<file path="src/verilog/tswdp_pkg.sv">
// Package of constants and types for the two-stage watchdog pulse block
package tswdp_pkg;
  // Register offsets
  localparam logic [7:0] OFF_CLK_SEL   = 8'hE7;
  localparam logic [7:0] OFF_PULSE_CNT = 8'hE8;
  localparam logic [7:0] OFF_TIME_CNT  = 8'hEB;
  localparam logic [7:0] OFF_START     = 8'hED;
  localparam logic [7:0] OFF_MASK      = 8'hF0;
  localparam logic [7:0] OFF_STATUS    = 8'hF3;
  localparam logic [7:0] OFF_IRQ_MASK  = 8'hF4;
  // Reset values
  localparam logic [7:0] RST_CLK_SEL   = 8'h00;
  localparam logic [7:0] RST_PULSE_CNT = 8'h32;
  localparam logic [7:0] RST_TIME_CNT  = 8'h14;
  localparam logic [7:0] RST_START     = 8'h00;
  localparam logic [7:0] RST_MASK      = 8'h00;
  localparam logic [7:0] RST_STATUS    = 8'h00;
  localparam logic [7:0] RST_IRQ_MASK  = 8'h00;
  // Field positions
  localparam int BIT_START      = 0;
  localparam int BIT_TIMEOUT    = 7;
  localparam int BIT_SWAP       = 0;
  localparam int BIT_M1_PGOOD   = 7;
  localparam int BIT_M1_RSTCON  = 6;
  localparam int BIT_MM_PGOOD   = 4;
  localparam int BIT_MM_RSTCON  = 3;
  localparam int BIT_M1_RESUME  = 0;
  localparam int FLD_STAGE1_LSB = 2;
  localparam int FLD_STAGE2_LSB = 0;
  // Clock rates and tick periods in cycles of the 200 MHz clock
  localparam longint CLK_HZ    = 200000000;
  localparam longint HZ_4      = 4;
  localparam longint HZ_1      = 1;
  localparam longint HZ_1M     = 1000000;
  localparam longint HZ_512    = 512;
  localparam longint HZ_256    = 256;
  localparam longint HZ_1K     = 1000;
  localparam longint CYC_4HZ   = CLK_HZ / HZ_4;
  localparam longint CYC_1HZ   = CLK_HZ / HZ_1;
  localparam longint CYC_HALF  = 2 * CLK_HZ / HZ_1;
  localparam longint CYC_1MHZ  = CLK_HZ / HZ_1M;
  localparam longint CYC_512HZ = CLK_HZ / HZ_512;
  localparam longint CYC_256HZ = CLK_HZ / HZ_256;
  localparam longint CYC_1KHZ  = CLK_HZ / HZ_1K;
  localparam int PRE_W = 30;
  // State machine of the watchdog
  typedef enum logic [1:0] {
    TSWDP_IDLE,
    TSWDP_COUNT,
    TSWDP_PULSE
  } tswdp_state_t;
  // Register bus request
  typedef struct packed {
    logic [7:0] addr;
    logic [7:0] wdata;
    logic       wr;
    logic       rd;
  } tswdp_bus_t;
  // Mask-gated effects of the watchdogs
  typedef struct packed {
    logic pgood;
    logic deep_off;
    logic rstcon;
    logic resume;
  } tswdp_fx_t;
endpackage : tswdp_pkg

</file>
<file path="src/verilog/tswdp_top.sv">
// Two-stage watchdog with pulse output, effect mask and register port
`timescale 1ns/1ps
module tswdp_top (
  input  wire logic       i_clock,
  input  wire logic       i_sys_rst,
  input  wire logic [7:0] i_addr,
  input  wire logic [7:0] i_wdata,
  input  wire logic       i_wr,
  input  wire logic       i_rd,
  input  wire logic       i_first_watchdog_evt,
  input  wire logic       i_memory_watchdog_evt,
  input  wire logic       i_keyboard_controller_swap,
  output logic      [7:0] o_rdata,
  output logic            o_second_watchdog_pulse_n,
  output logic            o_power_good_output_kill,
  output logic            o_deep_soft_off_state_req,
  output logic            o_reset_connector_output_req,
  output logic            o_resume_reset_req,
  output logic            o_irq
);

  ////////////////////////////////////////////////////////////////////////////////
  // State carrier

  typedef struct packed {
    tswdp_pkg::tswdp_state_t     st;
    logic [7:0]                  clk_sel;
    logic [7:0]                  pulse_cnt;
    logic [7:0]                  time_cnt;
    logic                        start;
    logic [7:0]                  mask;
    logic                        timeout;
    logic                        irq_mask;
    logic [tswdp_pkg::PRE_W-1:0] pre;
    logic [7:0]                  ticks;
    logic [2:0]                  swap_sync;
    logic                        swap;
    logic [7:0]                  rdata;
    logic                        pulse_n;
    tswdp_pkg::tswdp_fx_t        fx;
    logic                        irq;
  } tswdp_regs_t;

  tswdp_regs_t        s_reg;
  tswdp_regs_t        s_next;
  tswdp_pkg::tswdp_bus_t bus;

  assign bus = '{addr: i_addr, wdata: i_wdata, wr: i_wr, rd: i_rd};

  ////////////////////////////////////////////////////////////////////////////////
  // Tick period in cycles for a stage and its select code

  function automatic logic [tswdp_pkg::PRE_W-1:0] tick_cycles(input logic stage2,
                                                             input logic [1:0] sel);
    logic [tswdp_pkg::PRE_W-1:0] c;
    c = '0;
    if (!stage2) begin
      case (sel)
        2'h0:    c = tswdp_pkg::PRE_W'(tswdp_pkg::CYC_4HZ);
        2'h1:    c = tswdp_pkg::PRE_W'(tswdp_pkg::CYC_1HZ);
        2'h2:    c = tswdp_pkg::PRE_W'(tswdp_pkg::CYC_HALF);
        default: c = tswdp_pkg::PRE_W'(tswdp_pkg::CYC_1MHZ);
      endcase
    end else begin
      case (sel)
        2'h0:    c = tswdp_pkg::PRE_W'(tswdp_pkg::CYC_512HZ);
        2'h1:    c = tswdp_pkg::PRE_W'(tswdp_pkg::CYC_256HZ);
        2'h2:    c = tswdp_pkg::PRE_W'(tswdp_pkg::CYC_1KHZ);
        default: c = tswdp_pkg::PRE_W'(tswdp_pkg::CYC_1MHZ);
      endcase
    end
    return c;
  endfunction : tick_cycles

  ////////////////////////////////////////////////////////////////////////////////
  // Next-state logic

  always_comb begin
    logic                        tick;
    logic                        wr_start;
    logic [tswdp_pkg::PRE_W-1:0] period;
    logic [7:0]                  status;
    tick     = 1'b0;
    wr_start = 1'b0;
    period   = '0;
    status   = '0;
    s_next   = s_reg;

    // Keyboard swap strap from another domain: three flops, accept when last two agree
    s_next.swap_sync = {s_reg.swap_sync[1:0], i_keyboard_controller_swap};
    if (s_reg.swap_sync[2] == s_reg.swap_sync[1]) begin
      s_next.swap = s_reg.swap_sync[2];
    end

    // Register writes
    if (bus.wr) begin
      case (bus.addr)
        tswdp_pkg::OFF_CLK_SEL:   s_next.clk_sel   = {4'h0, bus.wdata[3:0]};
        tswdp_pkg::OFF_PULSE_CNT: s_next.pulse_cnt = bus.wdata;
        tswdp_pkg::OFF_TIME_CNT:  s_next.time_cnt  = bus.wdata;
        tswdp_pkg::OFF_START: begin
          s_next.start = bus.wdata[tswdp_pkg::BIT_START];
          wr_start     = bus.wdata[tswdp_pkg::BIT_START];
        end
        tswdp_pkg::OFF_MASK:      s_next.mask      = bus.wdata & 8'hD9;
        tswdp_pkg::OFF_STATUS: begin
          // Only a written zero clears; a new start leaves the flag alone
          if (!bus.wdata[tswdp_pkg::BIT_TIMEOUT]) begin
            s_next.timeout = 1'b0;
          end
        end
        tswdp_pkg::OFF_IRQ_MASK:  s_next.irq_mask  = bus.wdata[tswdp_pkg::BIT_TIMEOUT];
        default: ;
      endcase
    end

    // Prescaler shared by both stages; a tick ends each period
    period = tick_cycles(s_reg.st == tswdp_pkg::TSWDP_PULSE,
                         (s_reg.st == tswdp_pkg::TSWDP_PULSE)
                           ? s_reg.clk_sel[tswdp_pkg::FLD_STAGE2_LSB +: 2]
                           : s_reg.clk_sel[tswdp_pkg::FLD_STAGE1_LSB +: 2]);
    if (s_reg.pre >= period - 1'b1) begin
      tick       = 1'b1;
      s_next.pre = '0;
    end else begin
      s_next.pre = s_reg.pre + 1'b1;
    end

    // Watchdog sequence
    case (s_reg.st)
      tswdp_pkg::TSWDP_IDLE: begin
        s_next.pre   = '0;
        s_next.ticks = '0;
        if (wr_start) begin
          s_next.st = tswdp_pkg::TSWDP_COUNT;
        end
      end
      tswdp_pkg::TSWDP_COUNT: begin
        if (bus.wr && bus.addr == tswdp_pkg::OFF_START && !wr_start) begin
          s_next.st = tswdp_pkg::TSWDP_IDLE;
        end else if (tick) begin
          // Count of ticks times the stage-one period
          if (s_reg.ticks + 8'h01 >= s_reg.time_cnt) begin
            s_next.st      = tswdp_pkg::TSWDP_PULSE;
            s_next.ticks   = '0;
            s_next.pre     = '0;
            s_next.pulse_n = 1'b0;
            s_next.timeout = 1'b1;
          end else begin
            s_next.ticks = s_reg.ticks + 8'h01;
          end
        end
      end
      tswdp_pkg::TSWDP_PULSE: begin
        // Pulse lasts pulse count times the stage-two period
        if (tick) begin
          if (s_reg.ticks + 8'h01 >= s_reg.pulse_cnt) begin
            s_next.st      = tswdp_pkg::TSWDP_IDLE;
            s_next.pulse_n = 1'b1;
            s_next.start   = 1'b0;
            s_next.ticks   = '0;
          end else begin
            s_next.ticks = s_reg.ticks + 8'h01;
          end
        end
      end
      default: s_next.st = tswdp_pkg::TSWDP_IDLE;
    endcase

    // Effects of the other watchdogs, gated by mask bits; deep off follows the first-watchdog power good bit
    s_next.fx.pgood    = (i_first_watchdog_evt & s_reg.mask[tswdp_pkg::BIT_M1_PGOOD])
                       | (i_memory_watchdog_evt & s_reg.mask[tswdp_pkg::BIT_MM_PGOOD]);
    s_next.fx.deep_off = i_first_watchdog_evt & s_reg.mask[tswdp_pkg::BIT_M1_PGOOD];
    s_next.fx.rstcon   = (i_first_watchdog_evt & s_reg.mask[tswdp_pkg::BIT_M1_RSTCON])
                       | (i_memory_watchdog_evt & s_reg.mask[tswdp_pkg::BIT_MM_RSTCON]);
    s_next.fx.resume   = i_first_watchdog_evt & s_reg.mask[tswdp_pkg::BIT_M1_RESUME];

    // Read data, valid one cycle after the strobe
    status = {s_reg.timeout, 6'h00, s_reg.swap};
    s_next.rdata = 8'h00;
    if (bus.rd) begin
      case (bus.addr)
        tswdp_pkg::OFF_CLK_SEL:   s_next.rdata = s_reg.clk_sel;
        tswdp_pkg::OFF_PULSE_CNT: s_next.rdata = s_reg.pulse_cnt;
        tswdp_pkg::OFF_TIME_CNT:  s_next.rdata = s_reg.time_cnt;
        tswdp_pkg::OFF_START:     s_next.rdata = {7'h00, s_reg.start};
        tswdp_pkg::OFF_MASK:      s_next.rdata = s_reg.mask;
        tswdp_pkg::OFF_STATUS:    s_next.rdata = status;
        tswdp_pkg::OFF_IRQ_MASK:  s_next.rdata = {s_reg.irq_mask, 7'h00};
        default:                  s_next.rdata = 8'h00;
      endcase
    end

    s_next.irq = s_next.timeout & s_next.irq_mask;
  end

  ////////////////////////////////////////////////////////////////////////////////
  // State register, synchronous reset

  always_ff @(posedge i_clock) begin
    if (i_sys_rst) begin
      s_reg           <= '0;
      s_reg.st        <= tswdp_pkg::TSWDP_IDLE;
      s_reg.clk_sel   <= tswdp_pkg::RST_CLK_SEL;
      s_reg.pulse_cnt <= tswdp_pkg::RST_PULSE_CNT;
      s_reg.time_cnt  <= tswdp_pkg::RST_TIME_CNT;
      s_reg.start     <= tswdp_pkg::RST_START[0];
      s_reg.mask      <= tswdp_pkg::RST_MASK;
      s_reg.timeout   <= tswdp_pkg::RST_STATUS[7];
      s_reg.irq_mask  <= tswdp_pkg::RST_IRQ_MASK[7];
      s_reg.pulse_n   <= 1'b1;
    end else begin
      s_reg <= s_next;
    end
  end

  assign o_rdata                      = s_reg.rdata;
  assign o_second_watchdog_pulse_n    = s_reg.pulse_n;
  assign o_power_good_output_kill     = s_reg.fx.pgood;
  assign o_deep_soft_off_state_req    = s_reg.fx.deep_off;
  assign o_reset_connector_output_req = s_reg.fx.rstcon;
  assign o_resume_reset_req           = s_reg.fx.resume;
  assign o_irq                        = s_reg.irq;

endmodule : tswdp_top

</file>
<file path="config.mk">
export PLATFORM = sky130hd
export DESIGN_NAME = tswdp_top
export DESIGN_NICKNAME = d
export VERILOG_FILES = /design/src/verilog/tswdp_pkg.sv /design/src/verilog/tswdp_top.sv
export SDC_FILE = /design/constraint.sdc
export NUM_CORES = 1
export LEC_CHECK = 0
export BUFFER_PORTS_ARGS = -buffer_cell sky130_fd_sc_hd__buf_2
export CAP_MARGIN = 20
export CORE_ASPECT_RATIO = 0.75
export CORE_UTILIZATION = 25
export CTS_BUF_LIST = sky130_fd_sc_hd__clkbuf_8 sky130_fd_sc_hd__clkbuf_16
export DETAILED_ROUTE_END_ITERATION = 8
export HOLD_SLACK_MARGIN = 0.08
export SKIP_CTS_REPAIR_TIMING = 1
export SYNTH_ARGS = -nofsm -noshare
export SYNTH_HDL_FRONTEND = slang
export SYNTH_SLANG_ARGS = --single-unit
</file>
<file path="constraint.sdc">
create_clock -name i_clock -period 5.1 [get_ports i_clock]
set_clock_uncertainty 0.1 [all_clocks]
set_input_delay 0.255 -clock i_clock [delete_from_list [all_inputs] [get_ports i_clock]]
set_output_delay 0.255 -clock i_clock [all_outputs]
set_load 0.01 [all_outputs]
</file>
After elaboration in Yosys (flattened, before gate mapping)
Cells that the tools add are included.
{"block": "op_classes", "addsub": 3, "bitwise_logic": 9, "order_cmp": 3, "shift": 0, "div": 0, "n_eq_ne": 20, "muxes": 43, "reduce_logical": 15, "multipliers": 0}
{"cell": "30-bit two-way mux", "count": 3}
{"cell": "29-bit one-hot mux with 3 select lines", "count": 1}
{"cell": "38-bit two-way mux", "count": 2}
{"cell": "20-bit one-hot mux with 3 select lines", "count": 1}
{"cell": "30-bit one-hot mux with 2 select lines", "count": 1}
{"cell": "8-bit == test, second input constant", "count": 7}
{"cell": "8-bit one-hot mux with 7 select lines", "count": 1}
{"cell": "8-bit two-way mux", "count": 4}
{"cell": "30-bit by 1-bit adder with 30-bit output, second input constant", "count": 1}
{"cell": "30-bit >= comparator", "count": 1}
{"cell": "30-bit by 1-bit subtractor with 30-bit output, second input constant", "count": 1}
{"cell": "8-bit one-hot mux with 3 select lines", "count": 1}
{"cell": "1-bit two-way mux", "count": 19}
{"cell": "8-bit >= comparator", "count": 2}
{"cell": "2-bit two-way mux", "count": 7}
{"cell": "11-bit two-way mux", "count": 1}
{"cell": "8-bit by 1-bit adder with 8-bit output, second input constant", "count": 1}
{"cell": "2-bit != test, second input constant", "count": 4}
{"cell": "2-bit AND reduction", "count": 4}
{"cell": "1-bit AND", "count": 6}
{"cell": "3-bit != test, second input constant", "count": 2}
{"cell": "2-bit one-hot mux with 3 select lines", "count": 1}
{"cell": "6-bit AND reduction", "count": 1}
{"cell": "5-bit AND reduction", "count": 1}
{"cell": "14 further kinds", "count": 20}
{"block": "word_totals", "n_memories": 0, "ramBits": 0, "input_bits": 23, "latchBits": 0, "romBits": 0, "ff_bits": 86}

Depth between registers and ports, before layout
Gate-level depths: netlist (run 1).
{"block": "logic_depth", "ltp_word": 12, "depth_mapped": 25}

Least setup slack after synthesis (run 1)
No wires, ideal clock.
{"block": "synth_path", "kind": "reg2reg", "startpoint": "register s_reg[91] (netlist bit)", "endpoint": "register s_reg[18] (netlist bit)", "arrival_time_ns": 4.712, "synth_period_minus_slack_ns": 4.880, "stages_incl_launch_ff": 25, "required_ns": 4.933, "path_slack_ns": 0.220, "cell_sequence": "dfxtp_1 > inv_1 > ha_1 > or2_2 > clkbuf_1 > nand2_1 > inv_1 > ha_1 > nor2_1 > ha_1 > o21ai_0 > nor4_1 > nand2_1 > a211oi_1 > a21oi_1 > ha_1 > nand4_1 > a311oi_1 > a21oi_1 > o211ai_1 > nor2_2 > o31a_1 > buf_6 > or3b_1 > a21oi_2"}
{"block": "synth_via", "elab_chain_len": 10}
{"item": "start: declaration", "line_no": "tswdp_top.sv:44", "source": "tswdp_regs_t s_reg;"}
{"item": "start signal: assignment", "line_no": "tswdp_top.sv:213", "source": "s_reg <= s_next;"}
{"item": "2-bit == test", "line_no": "tswdp_top.sv:118, tswdp_top.sv:119, tswdp_top.sv:130"}
{"item": "2-bit two-way mux", "line_no": "tswdp_top.sv:120", "source": "? s_reg.clk_sel[tswdp_pkg::FLD_STAGE2_LSB +: 2]"}
{"item": "2-bit == test (tied with other cells)", "line_no": "tswdp_top.sv:58, tswdp_top.sv:65"}
{"item": "20-bit one-hot mux with 3 select lines or 29-bit one-hot mux with 3 select lines (tied branches)", "line_no": "tswdp_top.sv:65, tswdp_top.sv:58"}
{"item": "30-bit two-way mux", "line_no": "tswdp_top.sv:57", "source": "if (!stage2) begin"}
{"item": "30-bit by 1-bit subtractor with 30-bit output", "line_no": "tswdp_top.sv:122", "source": "if (s_reg.pre >= period - 1'b1) begin"}
{"item": "30-bit >= comparator", "line_no": "tswdp_top.sv:122"}
{"item": "1-bit two-way mux", "line_no": "tswdp_top.sv:122"}
{"item": "2-bit != test (no line) or 2-bit by 1-bit != test with 1-bit output (tied branches)"}
{"item": "4-bit AND reduction (no line)"}
Parallel ways exist; a longest one is shown, timed or not.
A chain may end at the register's enable or synchronous reset.

Worst setup path after layout (run 1)
{"block": "layout_path", "startpoint": "register s_reg[91] (netlist bit)", "endpoint": "register s_reg[20] (netlist bit)"}
Same word-level chain as after synthesis.

==> results, run 1 <==
- Clock-pin slew was measured on the worst setup and hold paths at ~0.07 ns.
- The first global-routing pass estimated approximately 22000 um of wire.
- The share of total power dissipated in sequential elements is 0.483.
- The share of the synthesized area in compound gates (AO/OA/AOI/OAI) is 0.1545.
- The predominant post-synthesis flop cell is sky130_fd_sc_hd__dfxtp_1.
- The worst setup path is of the reg2reg kind.
- The setup TNS is 0 ns.
- At the end of the flow, the number of nets in the layout was around 800.
- At the worst endpoint, the required time is approximately 5.3 ns.
- The proportion of synthesized flip-flops having asynchronous set or reset is 0.
- The worst setup path is captured at a flip-flop.
- The design draws ~1.4 mW.
- The via count of the routed design is around 4700.
- For this run, the total global-route usage over all layers was measured as 0.1247.
- The region available for standard cell placement spans 20440 um^2.
- Port buffering added 36 buffers.
- Of the total synthesized cell area, the portion taken by full adders, half adders and majority gates is 0.1398.
- After detailed routing, the number of vias per cell comes to between 4 and 5.
- The maximum achievable frequency is ~0.21 GHz.
- Summing every instance area after synthesis gives 5279 um^2.
- After routing the design area is roughly 6300 um^2.
- Counting the buffers created by CTS gives 9.
- The cell count of the worst reg-to-reg path is 23.
- The logic gate share of total power is 0.049.
- The largest net degree at the start of global routing is 42.
- The H-tree was split into 3 levels.
- The floorplan die area is approximately 22000 um^2.
- Internal power comes to 1.046 mW.
- The final weighted congestion in routability-driven placement is between 0.9 and 1.
- For this design the total switching power over the nets is approximately 0.36 mW.
- The largest incremental delay on the critical path is ~0.40 ns.
- The switching fraction of total power is 0.2544.
- The worst register-to-register path begins at s_reg[91]$_SDFFE_PP0P_.
- The clock period minus worst slack is 4.803 ns.
- The cell count of the worst hold path is 3.
- Summed over all nets, the half-perimeter wirelength after detailed placement is a little over 10000 um.
- Measured along the x axis, the die boundary spans ~170 um.
- The via count of the first global-routing pass is roughly 4200.
- The maximum vdd drop is 0.1353 mV.
- The worst-skew pair later-pin latency is between 0.3 and 0.4 ns.
- The flip-flop count of the largest register after layout is 70.
- The path class of the lowest-slack min-delay path is in2reg.
- For this design the static power due to leakage is roughly 2.5 nW.
- The highest-delay cell along the critical path is sky130_fd_sc_hd__o31ai_2.
- Counting both buffers and inverters, the worst setup path holds a total of 3.
- The slack of the worst reg-to-reg path is between 0.2 and 0.3 ns.
- The cell family contributing the most delay on the critical path is compound AO/OA/AOI/OAI gates.
- The clock network power share is 0.467.
- The beginning of the worst hold path is i_wdata[6].
- The number of hold violations in the final report is 0.
- Of the total synthesized cell area, the portion taken by AND, OR, NAND and NOR gates is 0.2486.
- At the pin with the least slew margin, the transition time is 0.8211 ns.
- CTS saw between 80 and 90 sinks.
- The number of enable-type register cells in the synthesized netlist is 0.
- After synthesis, the mean cell area works out to approximately 8.0 um^2.
- In the final routed layout, each cell accounts on average for ~14 um.
- Of the cells placed in the final design, the portion with a size suffix greater than 1 is 0.1353.
- The proportion of synthesized area in mux cells is 0.009481.
- Once detail routing completed, the nets flagged for antenna violations numbered 0.
- The depth of the critical timing path with buffers and inverters included is 23.
- Of the total synthesized cell area, the portion taken by XOR and XNOR cells is 0.06637.
- The area overhead of the layout relative to synthesis is 18.42%.
- Traced cell by cell, the critical path runs through inv_1, ha_4, buf_12, inv_2, nand2_1, nand2_1, ha_1, nand2_1, nand2_2, ha_1, o21ai_1, nor4_2, o21ai_1, xor2_1, ha_1, and2_0, a221o_1, a21oi_2, o211ai_1, o31ai_2, o31a_1, a21oi_1, o32ai_1.
- After synthesis, the largest family of logic cells by area is simple AND/OR/NAND/NOR gates.
- The number of standard cells after synthesis is between 600 and 700.
- The library cell used as clock root buffer is sky130_fd_sc_hd__clkbuf_16.
- Of all nets on the critical path, the largest fanout is 12.
- TritonCTS built the clock tree.
- Wires add up to roughly 14000 um.
- The detailed router finished its first iteration with roughly 440 violations.
- The initial antenna violation count came to 1.
- On the final layout, the worst hold slack is about 0.079 ns.
- The floorplan has 45 rows.
- The placed instances occupy a cell area of between 5000 and 6000 um^2.
- The worst endpoint data arrival time is 4.96 ns.
- The share of synthesized area occupied by flip-flops and latches is 0.3261.
- The number of max-capacitance violations reported is 0.
- The flop and latch count out of synthesis is 86.
- The overall die height is ~130 um.
- The worst hold path terminates at s_reg[81]$_SDFFE_PP0P_.
- The synthesis warning total is 0.
- The power density over the cells is approximately 220 nW/um^2.
- The number of distinct library cells after synthesis is slightly above 60.
- Counting every net in the synthesized netlist gives between 700 and 800.
- The run finished with clean final reports.
- The effective utilization at floorplan is 0.2583.
- The worst register-to-register path ends at s_reg[20]$_SDFFE_PP0P_.
- For this run, design rule violations remaining after detail routing come to 0.
- The final clock period utilization by the worst path is 0.9417.
- The element type at the critical path start is a flip-flop.
- Setup violations remaining at the end of the flow were counted as 0.
- The remaining global-route overflow is 0.
- For this design the top-level I/O count stands at 37.
- The number of buffers between clock root and the deepest sink is 2.
- The max-slew violation count was 0.
- Measured against its own limit, the worst slew margin works out to 0.4526.
- The number of iterations in the first detailed-routing pass is 8.
==> Yosys cell counts (all sizes together) (13+ instances only) <==
| cell type | n | area (um^2) |
|---|---|---|
| nand4 | 13 | 87.58 |
| dfxtp | 86 | 1722 |
| nor2 | 63 | 239.0 |
| xnor2 | 15 | 131.4 |
| o21ai | 21 | 105.1 |
| nand3 | 45 | 225.2 |
| nand2 | 85 | 319.1 |
| nor3 | 13 | 70.07 |
| a21oi | 60 | 307.8 |
| xor2 | 25 | 219.0 |
| and3 | 14 | 88.84 |
| ha | 59 | 738.2 |
| clkbuf | 21 | 78.83 |
| inv | 35 | 131.4 |
==> cell families after synthesis <==
logic type,after synthesis
AOI/OAI and AO/OA,130
adders and majority gates,59
muxes,5
and+or+nand+nor,273
DFF,86
xor gates and xnor gates,40
buffers and inverters,67
==> tightest hold or removal path: stages <==
cell and delay [ns]:
sky130_fd_sc_hd__buf_2 0.13, sky130_fd_sc_hd__nand2_1 0.05, sky130_fd_sc_hd__a21oi_1 0.05
==> cell usage in the layout (no fill, tap or decap), drive strengths merged, types with 8 or more instances in the layout <==
cell type  Yosys  routed
and3          14      14
dfxtp         86      86
a21oi         60      60
o21ai         21      21
ha            59      59
nor2          63      63
nor2b          8       8
nand3         45      45
clkbuf        21      10
nor3          13      13
nand2         85      85
nand4         13      13
inv           35      40
nand2b         8       8
xor2          25      25
buf           11      51
xnor2         15      15
==> routing by layer <==
layer  track usage  part of all wire  up-vias
met1        0.1896              0.53     2172
met5             0                 0        -
met4       0.03869             0.014        0
li1              -                 -     2397
met3       0.02593             0.058       15
met2        0.1712              0.40      139
==> power groups by stage <==
| stage | logic (mW) | registers, mW | clock network, mW |
|---|---|---|---|
| 4_1_cts | 0.0604 | 0.677 | 0.672 |
| 6_report | 0.0694 | 0.678 | 0.656 |
| 2_1_floorplan | 0.0358 | 0.692 | 0 |
| 3_5_place_dp | 0.0602 | 0.693 | 0 |
| 5_1_grt | 0.0755 | 0.678 | 0.706 |
| 3_3_place_gp | 0.0601 | 0.693 | 0 |
==> final cells by class <==
class	count	area, um^2
repair buffers	57	380.4
fillers	2191	14190
diodes	2	5.005
flip-flops and latches	86	1723
clock inverters	7	71.32
well taps	282	352.8
clock buffers	9	225.2
multi-input cells	508	3362
inverters	35	131.4
==> metrics by stage <==
stage / setup slack, ns / util / std cells
2_1_floorplan: 0.2203 / - / 660
3_3_place_gp: 0.1633 / 0.2812 / 957
6_report: 0.2973 / 0.3058 / 986
3_5_place_dp: -0.02523 / 0.2812 / 957
4_1_cts: -0.05787 / 0.2957 / 973
5_1_grt: -0.01679 / 0.3056 / 984
==> how the worst max path moves through the flow <==
stage | end | startpoint | slack (ns)
after global placement | s_reg[18]$_SDFFE_PP0P_ | s_reg[91]$_SDFFE_PP0P_ | 0.16
after global routing | s_reg[20]$_SDFFE_PP0P_ | s_reg[91]$_SDFFE_PP0P_ | -0.02
after floorplan | s_reg[18]$_SDFFE_PP0P_ | s_reg[91]$_SDFFE_PP0P_ | 0.22
after detailed placement | s_reg[18]$_SDFFE_PP0P_ | s_reg[91]$_SDFFE_PP0P_ | -0.03
final | s_reg[20]$_SDFFE_PP0P_ | s_reg[91]$_SDFFE_PP0P_ | 0.30
after CTS | s_reg[18]$_SDFFE_PP0P_ | s_reg[91]$_SDFFE_PP0P_ | -0.06
Power figures use the tool's default switching activity.
==> run 2: changes to the inputs <==
Settings changed: MAX_ROUTING_LAYER set to met4.
==> results, run 2 (synthesis gave the netlist of run 1 again) <==
- The run finished with clean final reports.
- The count of input and output buffers is 36 (unchanged).
- The post-detailed-placement cell area came to 5748 um^2 (unchanged).
- The post-CTS clock slew at the launch and capture registers of the worst setup and hold paths is 0.07 ns (about the same).
- The endpoint required time on the critical path is 5.28 ns (+0.03 ns).
- The tree is rooted in a sky130_fd_sc_hd__clkbuf_16.
- The layout cell share with drive strength beyond 1 came to 0.1312 (-0.004087).
- The number of max-capacitance violations reported is 0 (unchanged).
- The number of filler cells placed in the layout is 2193 (+0.091%).
- The number of nets at the end of the flow is 778 (-0.13%).
- The sum of internal, switching and leakage power came to 1.402 mW (about the same).
- The largest net degree at the start of global routing came to 42 (unchanged).
- The final weighted congestion in routability-driven placement came to 0.9453 (+1.8%).
- The total buffers and inverters traversed by the critical path was 2 (-1).
- Leaving out fill and tap cells, the most frequent cells in the layout are 85 x sky130_fd_sc_hd__dfxtp_1, 83 x sky130_fd_sc_hd__nand2_1, 62 x sky130_fd_sc_hd__nor2_1.
- The kind of cell with the highest combined delay along the critical path is simple AND/OR/NAND/NOR gates.
- The power density over the cells is 225.0 nW/um^2 (+0.27%).
- The post-detailed-route via-to-cell ratio is 4.794 (about the same).
- The remaining global-route overflow came to 0 (unchanged).
- The signal on the critical path passes through inv_1, ha_4, or2_4, nand2_2, inv_1, ha_1, nand2_1, nand2_2, ha_1, o21ai_1, nor4_2, nand2_1, a211oi_2, a21oi_1, ha_1, nand4_1, a311oi_2, a21oi_2, o211ai_1, nor2_4, o31a_1, or3b_1, a21oi_2.
- The transition time of the tightest slew-check pin is 0.8054 ns (-0.01567 ns).
- The detailed-route DRC error count was 0 (unchanged).
- The non-filler instance count after layout is 985 (-0.10%).
- The final setup violation count is 0 (unchanged).
- TritonCTS built the clock tree.
- The worst relative slew slack is 0.4611 (+0.008462).
- The clock period minus worst slack is 4.846 ns (+0.04302 ns).
- Leaving out fill and tap cells, the most frequent cell in the layout is sky130_fd_sc_hd__dfxtp_1.
- The cell total after placement was 957 (unchanged).
- The global routing usage summed across all routing layers is 0.1283 (+0.003601).
- The most repeated library cell on the critical path is sky130_fd_sc_hd__ha_1.
- The number of iterations in the first detailed-routing pass is 5 (-3).
- The largest driver fanout on the critical path is 8 (-4).
- The slowest stage of the critical path belongs to the cell sky130_fd_sc_hd__o31a_1.
- The area inside the core boundary is 20440 um^2 (unchanged).
- The max-slew violation count is 0 (unchanged).
- The number of nets still failing antenna checks after routing came to 0 (unchanged).
- The area growth from synthesis to layout is 17.99%.
- The cell count of the worst reg-to-reg path is 23 (unchanged).
- The worst hold path belongs to the class in2reg.
- The cell row count is 45 (unchanged).
- The half-perimeter wire length after detailed placement is 10170 um (unchanged).
- The number of buffers between clock root and the deepest sink came to 2 (unchanged).
- Tracing the worst setup path back leads to its startpoint at s_reg[91]$_SDFFE_PP0P_.
- The floorplan die area is 21710 um^2 (unchanged).
- The final clock period utilization by the worst path is 0.9502 (+0.008436).
- The nature of the critical path endpoint is a flip-flop.
- The total CTS buffers is 9 (unchanged).
- The clock net sink count is 86 (unchanged).
- The total non-filler cell area in the finished layout is 6228 um^2 (-0.36%).
- The flip-flop count of the largest register after layout is 70 (unchanged).
- The initial detailed-routing violation count was 440 (+0.92%).
- In this run the worst setup path terminates at s_reg[18]$_SDFFE_PP0P_.
- The worst endpoint data arrival time is 5.03 ns (+0.07 ns).
- The H-tree level count is 3 (unchanged).
- The initial antenna violation count is 1 (unchanged).
- The cell leakage power is 2.479 nW (-0.11%).
- The worst register-to-register path begins at s_reg[91]$_SDFFE_PP0P_.
- The via count of the routed design is 4722 (-0.021%).
- The worst-skew pair later-pin latency is 0.35 ns (about the same).
- The top-level port count came to 37 (unchanged).
- The number of hold violations in the final report is 0 (unchanged).
- The overall die height is 127.8 um (unchanged).
- The maximum vdd drop came to 0.1317 mV (-2.7%).
- The worst setup path is launched from a flip-flop.
- The depth of the critical timing path with buffers and inverters included is 23 (unchanged).
- The effective utilization at floorplan is 0.2583 (unchanged).
- The type of the worst setup path is reg2reg.
- The via count of the first global-routing pass is 4201 (+0.14%).
- The average wire per standard cell is 13.68 um (-0.28%).
- The critical register-to-register path endpoint is s_reg[18]$_SDFFE_PP0P_.
- The slack of the worst reg-to-reg path is 0.25 ns (-0.04 ns).
- The overall die width came to 169.8 um (unchanged).
- The largest incremental delay on the critical path is 0.37 ns (-0.03 ns).
- The post-detailed-routing wire length is 13470 um (-0.38%).
- The first-pass GRT wire length was 21520 um (about the same).
- The maximum achievable frequency was 0.2064 GHz (-0.89%).
[run 2: changes by cell type in the layout (fill, tap and decap cells not counted), sizes merged]
cell and change:
buf -1
[run 2: layout make-up]
cell class	count	area [um^2]	area share
multi-input cells	508	3347	0.5374
flip-flops and latches	86	1723	0.2766
repair buffers	56	372.9	0.05986
well taps	282	352.8	0.05665
clock buffers	9	225.2	0.03616
inverters	35	131.4	0.02109
clock inverters	7	71.32	0.01145
diodes	2	5.005	0.0008035
[run 2: worst min-delay path, delay by kind of cell]
family                 cells  cell delay, ns
AO/OA/AOI/OAI              1            0.05
buffers and inverters      1            0.13
AND/OR/NAND/NOR            1            0.05
[run 2: worst min path at each step]
stage	from	slack, ns	cells past startpoint	endpoint
after CTS	i_keyboard_controller_swap	0.02	2	s_next[16]$_SDFF_PP0_
after floorplan	i_keyboard_controller_swap	0.28	1	s_next[16]$_SDFF_PP0_
after detailed placement	s_next[16]$_SDFF_PP0_	0.33	1	s_next[17]$_SDFF_PP0_
final	i_wdata[6]	0.08	3	s_reg[81]$_SDFFE_PP0P_
after global placement	s_next[16]$_SDFF_PP0_	0.33	1	s_next[17]$_SDFF_PP0_
after global routing	i_wdata[3]	0.08	3	s_reg[78]$_SDFFE_PP0P_
[run 2: per-stage QoR]
step | TNS (ns) | hold WS (ns) | util | worst slack, ns
6_report | 0 | 0.07909 | 0.3047 | 0.2542
5_1_grt | -0.001711 | 0.08354 | 0.3046 | -0.001711
4_1_cts | -0.05787 | 0.02298 | 0.2957 | -0.05787
3_5_place_dp | -0.02523 | 0.3261 | 0.2812 | -0.02523
3_3_place_gp | 0 | 0.3253 | 0.2812 | 0.1633
2_1_floorplan | 0 | 0.2832 | - | 0.2203
[run 2: where the power goes]
part	internal [mW]	switching, mW	total [mW]
registers	0.674	0.00308	0.677
logic	0.0252	0.0431	0.0683
clock network	0.346	0.310	0.656
[run 2: routing by layer]
layer  global-route usage  share of wire  up-vias
met1               0.1882           0.52     2147
met4              0.03869          0.011        0
met2               0.1724           0.40      165
li1                     -              -     2398
met5                    -              0        -
met3              0.02593          0.071       12
==> run 3: changes to the inputs <==
Settings changed: CORE_MARGIN set to 2, GPL_TIMING_DRIVEN set to 1.
==> results, run 3 (synthesis gave the netlist of run 1 again) <==
- The clock net sink count was 86 (unchanged).
- The number of max-capacitance violations reported is 0 (unchanged).
- The first-pass GRT wire length is 21530 um (about the same).
- TritonCTS built the clock tree.
- The largest incremental delay on the critical path came to 0.41 ns (+0.04 ns).
- The max-slew violation count came to 0 (unchanged).
- The source of the worst register-to-register timing path is s_reg[91]$_SDFFE_PP0P_.
- The initial antenna violation count is 1 (unchanged).
- The total buffers and inverters traversed by the critical path is 4 (+2).
- The most common library cell in the layout ignoring fill and taps is sky130_fd_sc_hd__dfxtp_1.
- The number of iterations in the first detailed-routing pass is 5 (unchanged).
- The largest net degree at the start of global routing was 42 (unchanged).
- The number of nets at the end of the flow is 781 (+0.39%).
- The worst setup path is captured at a flip-flop.
- The power density over the cells is 226.7 nW/um^2 (+0.76%).
- The maximum vdd drop is 0.1533 mV (+16%).
- The half-perimeter wire length after detailed placement is 9972 um (-1.9%).
- The global routing usage summed across all routing layers is 0.1240 (-0.004270).
- The setup TNS is 0 ns (unchanged).
- The average wire per standard cell is 13.58 um (-0.68%).
- The flow ran to the end, and the final reports show no timing, DRC or antenna violations.
- The non-filler instance count after layout is 993 (+0.81%).
- The total CTS buffers is 9 (unchanged).
- The flip-flop count of the largest register after layout is 70 (unchanged).
- In the layout the commonest cells are 85 x sky130_fd_sc_hd__dfxtp_1, 83 x sky130_fd_sc_hd__nand2_1, 62 x sky130_fd_sc_hd__nor2_1.
- The detailed-route DRC error count is 0 (unchanged).
- The area used by sequential logic in the layout is 1723 um^2 (unchanged).
- The maximum achievable frequency is 0.2063 GHz (about the same).
- The count of input and output buffers is 36 (unchanged).
- The core utilization of the finished layout was 0.2968 (-0.007981).
- The cell leakage power is 2.484 nW (+0.19%).
- The area growth from synthesis to layout is 17.78%.
- The post-detailed-route via-to-cell ratio is 4.776 (-0.36%).
- The multi-input logic area was 3318 um^2 (-0.86%).
- The remaining global-route overflow is 0 (unchanged).
- The final weighted congestion in routability-driven placement is 0.9502 (+0.52%).
- In this run the most critical hold path is launched from i_wdata[5].
- The number of nets still failing antenna checks after routing is 0 (unchanged).
- The worst setup path is of the reg2reg kind.
- The via count of the first global-routing pass was 4195 (-0.14%).
- The area inside the core boundary was 20950 um^2 (+2.5%).
- The worst hold-check slack is 0.06423 ns (-0.01486 ns).
- The overall die height is 129.8 um (+1.6%).
- The H-tree level count is 3 (unchanged).
- The number of hold violations in the final report came to 0 (unchanged).
- The largest driver fanout on the critical path is 11 (+3).
- The final setup violation count is 0 (unchanged).
- The top-level port count is 37 (unchanged).
- The initial detailed-routing violation count is 379 (-14%).
- The worst relative slew slack was 0.4819 (+0.02087).
- The overall die width is 171.8 um (+1.2%).
- The endpoint required time on the critical path came to 5.25 ns (-0.03 ns).
- The transition time of the tightest slew-check pin is 0.7742 ns (-0.03118 ns).
- Tracing the worst setup path back leads to its startpoint at s_reg[91]$_SDFFE_PP0P_.
- In this run the clock root is driven by a sky130_fd_sc_hd__clkbuf_16.
- The number of buffers between clock root and the deepest sink is 2 (unchanged).
- The post-CTS clock slew at the launch and capture registers of the worst setup and hold paths is 0.07 ns (about the same).
- The cell total after placement was 965 (+0.84%).
- The path class of the lowest-slack min-delay path is in2reg.
- The via count of the routed design is 4743 (+0.44%).
- The highest-delay cell along the critical path is sky130_fd_sc_hd__o31ai_2.
- The worst endpoint data arrival time is 5.00 ns (-0.03 ns).
- Traced cell by cell, the critical path runs through inv_1, ha_2, buf_6, inv_2, nand2_1, nand2_1, ha_4, nand2_2, nand2_1, ha_1, o21ai_1, nor4_2, o21ai_1, xor2_1, ha_1, and2_0, a221o_1, a21oi_2, o211ai_1, o31ai_2, o31a_1, buf_4, a21oi_1, o32ai_1.
- STA classifies the critical path startpoint as a flip-flop.
- The floorplan die area is 22310 um^2 (+2.8%).
- The number of filler cells placed in the layout came to 2260 (+3.1%).
- The post-detailed-routing wire length came to 13490 um (+0.13%).
- The clock period minus worst slack was 4.847 ns (+0.001370 ns).
- The cell row count is 46 (+2.2%).
- The worst-skew pair later-pin latency came to 0.35 ns (about the same).
- The final clock period utilization by the worst path came to 0.9504 (about the same).
- The layout cell share with drive strength beyond 1 is 0.1378 (+0.006543).
- The effective utilization at floorplan is 0.2520 (-0.006309).
- Among the stages of the critical path, the cell type that occurs most often is sky130_fd_sc_hd__nand2_1.
- Broken down by cell family, the worst path's largest delay share belongs to compound AO/OA/AOI/OAI gates.
[run 3: area by class of cell]
type / instances / area share
Inverter: 35 / 0.02113
Clock buffer: 9 / 0.03622
Timing Repair Buffer: 60 / 0.06118
Tap cell: 288 / 0.05796
Sequential cell: 86 / 0.2771
Antenna cell: 1 / 0.0004025
Multi-Input combinational cell: 507 / 0.5337
Clock inverter: 7 / 0.01228
[run 3: path summary, 6_finish.rpt]
| path | cells after the start | end | slack (ns) |
|---|---|---|---|
| hold / removal | 3 | s_reg[80]$_SDFFE_PP1P_ | 0.06 |
| hold reg to reg | 1 | s_next[17]$_SDFF_PP0_ | 0.35 |
| setup reg to reg | 24 | s_reg[20]$_SDFFE_PP0P_ | 0.25 |
| setup / recovery | 24 | s_reg[20]$_SDFFE_PP0P_ | 0.25 |
[run 3: per-layer routing]
metal,up-vias,track usage,part of all wire
li1,2393,-,-
met1,2182,0.1822,0.52
met2,157,0.1699,0.40
met3,11,0.02578,0.068
met4,0,0.03262,0.011
met5,-,-,0
[run 3: metrics by stage]
stage	instance area (um^2)	setup WS, ns	power [mW]
6_report	6217	0.2529	1.410
5_1_grt	6217	-0.06960	1.458
4_1_cts	6060	0.05754	1.426
3_5_place_dp	5758	0.1134	0.7534
3_3_place_gp	5758	0.2197	0.7533
2_1_floorplan	5279	0.2203	0.7278
[run 3: report_power, final]
| part | leakage [nW] | internal, mW | switching (mW) | total (mW) |
|---|---|---|---|---|
| clock | 0.149 | 0.348 | 0.315 | 0.663 |
| combinational | 1.64 | 0.0259 | 0.0433 | 0.0691 |
| sequential | 0.694 | 0.674 | 0.00279 | 0.677 |
[run 3: worst reg2reg max path, delay by kind of cell, from the launching register on]
family | cells | cell delay [ns]
buffers and inverters | 4 | 0.43
xor gates and xnor gates | 1 | 0.18
adders and majority gates | 4 | 0.94
AOI/OAI and AO/OA | 9 | 1.85
and+or+nand+nor | 6 | 0.92
DFF | 1 | 0.34
